**src/core/rohc_pkg.sv**
```systemverilog
// Constants, field layout and carrier types of the output hold control block
package rohc_pkg;

	// Register byte offsets
	localparam logic [31:0] ENC_CTRL_OFFSET      = 32'h0000_0050;
	localparam logic [31:0] ANGLE_VIEW_OFFSET    = 32'h0000_0054;
	localparam logic [31:0] VELOCITY_VIEW_OFFSET = 32'h0000_0058;

	// Field positions of the control register
	localparam int ANGLE_HOLD_SELECT_BIT    = 29;
	localparam int VELOCITY_HOLD_SELECT_BIT = 28;
	localparam int ANGLE_HOLD_TRIGGER_BIT   = 25;
	localparam int VELOCITY_HOLD_TRIGGER_BIT = 24;
	localparam int HOLD_ON_ERROR_SELECT_BIT = 20;
	localparam int POLE_SELECT_LSB          = 16;
	localparam int POLE_SELECT_W            = 4;
	localparam int HYSTERESIS_BYPASS_BIT    = 8;
	localparam int OUTPUT_ENABLES_LSB       = 0;
	localparam int OUTPUT_ENABLES_W         = 6;

	// Angle position inside its view register
	localparam int ANGLE_VIEW_LSB = 16;

	// Reset value and mask of bits that software may change
	localparam logic [31:0] ENC_CTRL_RESET    = 32'h0000_0100;
	localparam logic [31:0] ENC_CTRL_WRITABLE = 32'h331F_013F;

	// Reset values of the held outputs
	localparam logic [31:0] HOLD_RESET = 32'h0000_0000;

	// AHB-Lite encodings
	localparam logic [1:0] HTRANS_IDLE   = 2'h0;
	localparam logic [1:0] HTRANS_NONSEQ = 2'h2;
	localparam logic [2:0] HSIZE_BYTE    = 3'h0;
	localparam logic [2:0] HSIZE_HALF    = 3'h1;
	localparam logic [2:0] HSIZE_WORD    = 3'h2;
	localparam logic       HRESP_OKAY    = 1'h0;

	// Decoded register region
	typedef enum logic [1:0] {
		RGN_NONE     = 2'b00,
		RGN_CTRL     = 2'b01,
		RGN_ANGLE    = 2'b10,
		RGN_VELOCITY = 2'b11
	} rohc_region_t;

	// Hold requests and error flag from the converter
	typedef struct packed {
		logic angle_hold_request;
		logic velocity_hold_request;
		logic error_hold_flag;
	} rohc_req_t;

	// Address phase kept for the data phase of a write
	typedef struct packed {
		logic         write;
		rohc_region_t region;
		logic [3:0]   lanes;
	} rohc_aphase_t;

endpackage

```
**src/core/rohc_hold_reg.sv**
```systemverilog
// One output register that follows, captures or freezes a live value
`timescale 1ns/1ps
module rohc_hold_reg #(
	parameter int W = 16
) (
	input  wire logic         clk_i,
	input  wire logic         resetn_i,
	input  wire logic [W-1:0] live_i,
	input  wire logic         follow_i,
	input  wire logic         capture_i,
	input  wire logic         freeze_i,
	output logic      [W-1:0] held_o
);

	logic [W-1:0] next_held;

	// Freeze wins, then live tracking, then a capture on trigger
	always_comb begin
		next_held = held_o;
		if (freeze_i) begin
			next_held = held_o;
		end else if (follow_i) begin
			next_held = live_i;
		end else if (capture_i) begin
			next_held = live_i;
		end
	end

	// Output register
	always_ff @(posedge clk_i or negedge resetn_i) begin
		if (!resetn_i) begin
			held_o <= rohc_pkg::HOLD_RESET[W-1:0];
		end else begin
			held_o <= next_held;
		end
	end

endmodule

```
**src/core/rohc_top.sv**
```systemverilog
// Output hold control register with AHB-Lite slave and the two held outputs
//
// The AHB-Lite slave port was left to the implementer.
`timescale 1ns/1ps
module rohc_top #(
	parameter int ADDR_W  = 8,
	parameter int ANGLE_W = 16,
	parameter int VEL_W   = 32
) (
	input  wire logic                clk_i,
	input  wire logic                resetn_i,
	input  wire logic                hsel_i,
	input  wire logic [ADDR_W-1:0]   haddr_i,
	input  wire logic [1:0]          htrans_i,
	input  wire logic                hwrite_i,
	input  wire logic [2:0]          hsize_i,
	input  wire logic [31:0]         hwdata_i,
	input  wire logic                hready_i,
	output logic      [31:0]         hrdata_o,
	output logic                     hreadyout_o,
	output logic                     hresp_o,
	input  wire logic [ANGLE_W-1:0]  angle_live_i,
	input  wire logic [VEL_W-1:0]    velocity_live_i,
	input  wire rohc_pkg::rohc_req_t req_i,
	output logic      [ANGLE_W-1:0]  angle_o,
	output logic      [VEL_W-1:0]    velocity_o,
	output logic      [3:0]          pole_select_o,
	output logic                     hysteresis_bypass_select_o,
	output logic      [5:0]          output_enables_o
);

	// Refuse shapes the register map cannot hold
	generate
		if (ADDR_W < 8 || ADDR_W > 32) begin : g_bad_addr
			$error("rohc_top: ADDR_W must lie in 8..32");
		end
		if (ANGLE_W != 16) begin : g_bad_angle
			$error("rohc_top: ANGLE_W must be 16");
		end
		if (VEL_W < 1 || VEL_W > 32) begin : g_bad_vel
			$error("rohc_top: VEL_W must lie in 1..32");
		end
	endgenerate

	// Bus state
	rohc_pkg::rohc_aphase_t aphase;
	rohc_pkg::rohc_aphase_t next_aphase;
	logic [31:0]            next_rdata;

	// Control register state
	logic [31:0] ctrl;
	logic [31:0] next_ctrl;

	// Request edge detection state
	logic angle_req_prev;
	logic velocity_req_prev;
	logic next_angle_req_prev;
	logic next_velocity_req_prev;

	// Address phase decode
	logic                   accept;
	rohc_pkg::rohc_region_t region;
	logic [3:0]             lanes;
	logic                   size_ok;

	// Write data path
	logic [31:0] lane_mask;
	logic [31:0] write_mask;

	// Hold control terms
	logic angle_req_rise;
	logic velocity_req_rise;
	logic angle_capture;
	logic velocity_capture;
	logic error_freeze;
	logic angle_follow;
	logic velocity_follow;

	// Read views
	logic [31:0] angle_view;
	logic [31:0] velocity_view;

	// Zero-wait slave: always ready, always OKAY
	assign hreadyout_o = 1'b1;
	assign hresp_o     = rohc_pkg::HRESP_OKAY;

	// Transfer taken on a selected NONSEQ while the bus is ready
	assign accept = hsel_i && hready_i && (htrans_i == rohc_pkg::HTRANS_NONSEQ);

	// Region decode on the word address
	always_comb begin
		region = rohc_pkg::RGN_NONE;
		if (haddr_i[ADDR_W-1:2] == rohc_pkg::ENC_CTRL_OFFSET[ADDR_W-1:2]) begin
			region = rohc_pkg::RGN_CTRL;
		end else if (haddr_i[ADDR_W-1:2] == rohc_pkg::ANGLE_VIEW_OFFSET[ADDR_W-1:2]) begin
			region = rohc_pkg::RGN_ANGLE;
		end else if (haddr_i[ADDR_W-1:2] == rohc_pkg::VELOCITY_VIEW_OFFSET[ADDR_W-1:2]) begin
			region = rohc_pkg::RGN_VELOCITY;
		end
	end

	// Byte lanes from size and low address bits
	always_comb begin
		lanes   = 4'h0;
		size_ok = 1'b1;
		unique case (hsize_i)
			rohc_pkg::HSIZE_BYTE: begin
				lanes = 4'h1 << haddr_i[1:0];
			end
			rohc_pkg::HSIZE_HALF: begin
				lanes = haddr_i[1] ? 4'hC : 4'h3;
			end
			rohc_pkg::HSIZE_WORD: begin
				lanes = 4'hF;
			end
			default: begin
				lanes   = 4'h0;
				size_ok = 1'b0;
			end
		endcase
	end

	// Address phase capture for the following data phase
	always_comb begin
		next_aphase.write  = 1'b0;
		next_aphase.region = rohc_pkg::RGN_NONE;
		next_aphase.lanes  = 4'h0;
		if (accept && hwrite_i && size_ok) begin
			next_aphase.write  = 1'b1;
			next_aphase.region = region;
			next_aphase.lanes  = lanes;
		end
	end

	// Expand lanes to a bit mask
	always_comb begin
		lane_mask = 32'h0000_0000;
		for (int i = 0; i < 4; i++) begin
			lane_mask[i*8 +: 8] = {8{aphase.lanes[i]}};
		end
	end

	// Only writable bits in addressed lanes may change
	assign write_mask = lane_mask & rohc_pkg::ENC_CTRL_WRITABLE;

	// Request edges; inputs are synchronous to the clock
	assign angle_req_rise    = req_i.angle_hold_request && !angle_req_prev;
	assign velocity_req_rise = req_i.velocity_hold_request && !velocity_req_prev;

	// Control register next value
	always_comb begin
		next_ctrl = ctrl;
		// Trigger bits drop one cycle after being set
		next_ctrl[rohc_pkg::ANGLE_HOLD_TRIGGER_BIT]    = 1'b0;
		next_ctrl[rohc_pkg::VELOCITY_HOLD_TRIGGER_BIT] = 1'b0;
		if (aphase.write && aphase.region == rohc_pkg::RGN_CTRL) begin
			next_ctrl = (next_ctrl & ~write_mask) | (hwdata_i & write_mask);
			// Writing 0 to a trigger bit has no effect
			next_ctrl[rohc_pkg::ANGLE_HOLD_TRIGGER_BIT] =
				write_mask[rohc_pkg::ANGLE_HOLD_TRIGGER_BIT] &&
				hwdata_i[rohc_pkg::ANGLE_HOLD_TRIGGER_BIT];
			next_ctrl[rohc_pkg::VELOCITY_HOLD_TRIGGER_BIT] =
				write_mask[rohc_pkg::VELOCITY_HOLD_TRIGGER_BIT] &&
				hwdata_i[rohc_pkg::VELOCITY_HOLD_TRIGGER_BIT];
		end
		// Reserved bits kept at their reset value
		next_ctrl = (next_ctrl & rohc_pkg::ENC_CTRL_WRITABLE) |
			(rohc_pkg::ENC_CTRL_RESET & ~rohc_pkg::ENC_CTRL_WRITABLE);
	end

	// Edge detector history
	always_comb begin
		next_angle_req_prev    = req_i.angle_hold_request;
		next_velocity_req_prev = req_i.velocity_hold_request;
	end

	// Hold control terms from register and requests
	always_comb begin
		error_freeze     = ctrl[rohc_pkg::HOLD_ON_ERROR_SELECT_BIT] &&
			req_i.error_hold_flag;
		angle_follow     = !ctrl[rohc_pkg::ANGLE_HOLD_SELECT_BIT];
		velocity_follow  = !ctrl[rohc_pkg::VELOCITY_HOLD_SELECT_BIT];
		angle_capture    = ctrl[rohc_pkg::ANGLE_HOLD_TRIGGER_BIT] ||
			angle_req_rise;
		velocity_capture = ctrl[rohc_pkg::VELOCITY_HOLD_TRIGGER_BIT] ||
			velocity_req_rise;
	end

	// Angle held output, half a turn on the top bit
	rohc_hold_reg #(
		.W(ANGLE_W)
	) u_angle_hold (
		.clk_i    (clk_i),
		.resetn_i (resetn_i),
		.live_i   (angle_live_i),
		.follow_i (angle_follow),
		.capture_i(angle_capture),
		.freeze_i (error_freeze),
		.held_o   (angle_o)
	);

	// Velocity held output
	rohc_hold_reg #(
		.W(VEL_W)
	) u_velocity_hold (
		.clk_i    (clk_i),
		.resetn_i (resetn_i),
		.live_i   (velocity_live_i),
		.follow_i (velocity_follow),
		.capture_i(velocity_capture),
		.freeze_i (error_freeze),
		.held_o   (velocity_o)
	);

	// Read views of the held outputs
	always_comb begin
		angle_view    = 32'h0000_0000;
		velocity_view = 32'h0000_0000;
		angle_view[rohc_pkg::ANGLE_VIEW_LSB +: ANGLE_W] = angle_o;
		velocity_view[VEL_W-1:0] = velocity_o;
	end

	// Read data chosen in the address phase, newest control value
	always_comb begin
		next_rdata = 32'h0000_0000;
		if (accept && !hwrite_i) begin
			unique case (region)
				rohc_pkg::RGN_CTRL: begin
					next_rdata = next_ctrl;
				end
				rohc_pkg::RGN_ANGLE: begin
					next_rdata = angle_view;
				end
				rohc_pkg::RGN_VELOCITY: begin
					next_rdata = velocity_view;
				end
				rohc_pkg::RGN_NONE: begin
					next_rdata = 32'h0000_0000;
				end
			endcase
		end
	end

	// Configuration fields driven out to the encoder logic
	always_comb begin
		pole_select_o = ctrl[rohc_pkg::POLE_SELECT_LSB +: rohc_pkg::POLE_SELECT_W];
		hysteresis_bypass_select_o = ctrl[rohc_pkg::HYSTERESIS_BYPASS_BIT];
		output_enables_o = ctrl[rohc_pkg::OUTPUT_ENABLES_LSB +: rohc_pkg::OUTPUT_ENABLES_W];
	end

	// Bus state registers
	always_ff @(posedge clk_i or negedge resetn_i) begin
		if (!resetn_i) begin
			aphase.write  <= 1'b0;
			aphase.region <= rohc_pkg::RGN_NONE;
			aphase.lanes  <= 4'h0;
			hrdata_o      <= 32'h0000_0000;
		end else begin
			aphase   <= next_aphase;
			hrdata_o <= next_rdata;
		end
	end

	// Control register and request history
	always_ff @(posedge clk_i or negedge resetn_i) begin
		if (!resetn_i) begin
			ctrl              <= rohc_pkg::ENC_CTRL_RESET;
			angle_req_prev    <= 1'b0;
			velocity_req_prev <= 1'b0;
		end else begin
			ctrl              <= next_ctrl;
			angle_req_prev    <= next_angle_req_prev;
			velocity_req_prev <= next_velocity_req_prev;
		end
	end

endmodule

```
**config.mk**
```make
export PLATFORM = sky130hd
export DESIGN_NAME = rohc_top
export DESIGN_NICKNAME = d
export VERILOG_FILES = /design/src/core/rohc_pkg.sv /design/src/core/rohc_hold_reg.sv /design/src/core/rohc_top.sv
export SDC_FILE = /design/constraint.sdc
export NUM_CORES = 1
export LEC_CHECK = 0
export BUFFER_PORTS_ARGS = -buffer_cell sky130_fd_sc_hd__buf_2
export CAP_MARGIN = 20
export CORE_MARGIN = 2
export CORE_UTILIZATION = 25
export CTS_BUF_LIST = sky130_fd_sc_hd__clkbuf_8
export DETAILED_ROUTE_END_ITERATION = 7
export PLACE_DENSITY = 0.52
export SLEW_MARGIN = 10
export SYNTH_ARGS = -nofsm -noshare
export SYNTH_HDL_FRONTEND = slang
export SYNTH_SLANG_ARGS = --single-unit
```
**constraint.sdc**
```tcl
create_clock -name clk_i -period 4.4 [get_ports clk_i]
set_clock_uncertainty 0.05 [all_clocks]
set_input_delay 1.32 -clock clk_i [delete_from_list [all_inputs] [get_ports clk_i]]
set_output_delay 1.32 -clock clk_i [all_outputs]
set_load 0.01 [all_outputs]
```
==> out/qor.csv <==
metric;value;unit
status;complete, no violations;
Max Clk Rate;367.4;MHz
asr flop ratio synth;1.000;
Post-Syn Nets;436;
commonest cells after routing, fill and taps aside;buf_2, dfrtp_1, mux2_2;
Routed WL per cell;16.29;um
worst r2r dst;u_velocity_hold.held_o[17];
initial antenna violation count;2;
post-CTS sizing;0;
min Tclk post-route;2.722;ns
row cnt;48;
CTS tree;built;
GPL Wtd Cong;0.7049;
Boundary Pins;194;
area growth from synthesis to layout;27.89;%
Tcrit/Tclk final;0.6186;
Fin Setup TNS;0;ns
postcts setup bufs;0;
max-cap violation count;0;
WS Path Type;primary input to flop;
die width;136.6;um
placement-stage cell area;5424;sq um
Clock Pin Slew Worst Setup and Hold Paths;0.09;ns
layout cells sized above 1;0.5201;
largest net degree at the start of global routing;52;
final setup violation count;0;
Hold Slack;0.4658;ns
Root Buffer;clkbuf_8;
core area;17240;sq um
Primary FF master, synth;dfrtp_1;
Peak VDD IR;0.1717;mV
CP max FO;25;
CP startpoint kind;primary input;
commonest non-fill, non-tap cell in the layout;buf_2;
#FFs+latches synth;105;
Crit. End Element;flop;
Post-synth EDFFs;0;
first-pass GRT wire length;17860;um
final instance area;5623;sq um
RSZ-0062 raised after global routing;no;
1st-iter DRT viols;87;
placement-stage worst setup slack;1.226;ns
worst skew pair latency;0.37;ns
Initial Util;0.2551;
PnR worst setup slack;1.678;ns
clk buf depth;2;
global route overflow;0;
DR vias/cell;4.351;
Routed Antenna Nets;0;
WP data arrival;2.97;ns
Filler cells;1766;
WP data required;4.64;ns
Total Wirelength;11800;um
DRC;0;
die footprint;18660;sq um
sequential area share after synthesis;0.5979;
Avg Synthesized Cell Area;13.12;sq um
Synth cell types;35;
mapped cell area;4397;sq um
leakage power;2.852;nW
# hold bufs at CTS;0;
clock buffer count from CTS;9;
Synth warnings;0;
Syn Inst Count;335;
H-tree Lvls;3;
worst rel slew slack;0.3366;
DIE HEIGHT;136.6;um
Tightest Pin Transition;0.9897;ns
DP Wirelength;8921;um
reg2reg setup slack;2.39;ns
Vias;3150;
FF-to-FF Start;ctrl[24];
Fin. Hold Viols;0;
Final Max Slew Viols;0;
Setup crit start;haddr_i[2];
R2R depth;4;
GR Util All Layers;0.1289;
worst hold path class;flop to flop;
clk sinks;105;
drt pass-1 iters;4;
vias in the first global route;3267;
number of port buffers;175;
crit path to;hrdata_o[29];
Net count, final;595;
Power Total;1.908;mW
Pwr per Cell Area;339.3;nW/um^2
[flip-flops by register name (all words and copies together) (netlist names)]
| name | flops |
|---|---|
| ctrl | 16 |
| u_angle_hold.held_o | 16 |
| aphase | 7 |
| angle_req_prev | 1 |
| u_velocity_hold.held_o | 32 |
| velocity_req_prev | 1 |
| hrdata_o | 32 |
[power breakdown]
group          total [mW]  internal, mW  switching, mW
logic               0.252         0.121          0.131
clock network       0.607         0.288          0.320
registers            1.05          1.01         0.0355
[worst min path at each step]
stage	startpoint	end	slack (ns)	depth (start not counted)
after detailed placement	ctrl[18]	ctrl[18]	0.45	2
final	ctrl[18]	ctrl[18]	0.47	2
after floorplan	ctrl[20]	ctrl[20]	0.41	2
after global placement	ctrl[17]	ctrl[17]	0.44	2
after CTS	ctrl[18]	ctrl[18]	0.47	2
after global routing	ctrl[17]	ctrl[17]	0.49	2
[cells by family (layout without fill, tap and decap cells)]
| kind of cell | Yosys count | in the layout | synth area share |
|---|---|---|---|
| other | 2 | 3 | 0.001708 |
| muxes | 64 | 64 | 0.1619 |
| DFF | 105 | 105 | 0.5979 |
| and+or+nand+nor | 74 | 74 | 0.1079 |
| AOI/OAI and AO/OA | 47 | 47 | 0.07485 |
| buffers and inverters | 43 | 206 | 0.05578 |
[metal layers]
layer	global-route usage	wire (um)
met4	0.04514	144
met2	0.2097	5828
met3	0.04741	874
met5	0	13
met1	0.1571	4935
[critical path, stage by stage]
cell and delay [ns]:
buf_2 0.40, nor2b_1 0.60, buf_4 0.32, a22oi_1 0.13, a21oi_2 0.18
[through the flow]
step	utilization	instances
CTS	0.3261	723
global placement	0.3131	707
finish	0.3262	724
global route	0.3261	723
floorplan	-	335
detailed placement	0.3147	708
[cells in the mapped netlist (2+ instances only)]
cell type,n,area (sq um)
a21oi_1,17,85.08
mux2i_1,7,70.07
mux2_1,3,33.78
mux2_2,54,608.1
conb_1,2,7.510
a22oi_1,16,120.1
o21ai_2,2,17.52
nor3b_1,14,105.1
nand3_1,2,10.01
and2_1,2,12.51
nand2_1,17,63.81
nand4b_1,2,17.52
nor3_1,2,10.01
nor2_1,11,41.29
nor2b_1,4,25.02
and4b_1,2,20.02
a21oi_2,3,26.28
inv_1,10,37.54
and3_1,9,56.30
o211a_1,7,70.07
buf_4,14,105.1
buf_2,10,50.05
dfrtp_1,104,2603
o21ai_0,2,10.01
clkbuf_1,7,26.28
nand2b_1,3,18.77
[final cells by class]
class | instances | area [sq um] | area share
antenna | 1 | 2.502 | 0.0004450
clock buffer | 11 | 151.4 | 0.02692
clock inverter | 4 | 45.04 | 0.008011
inverter | 10 | 37.54 | 0.006676
multi-input combinational | 187 | 1533 | 0.2726
sequential | 105 | 2629 | 0.4675
tap | 225 | 281.5 | 0.05007
timing repair buffer | 181 | 943.4 | 0.1678
Note: power is estimated with default switching activity, not from simulation.
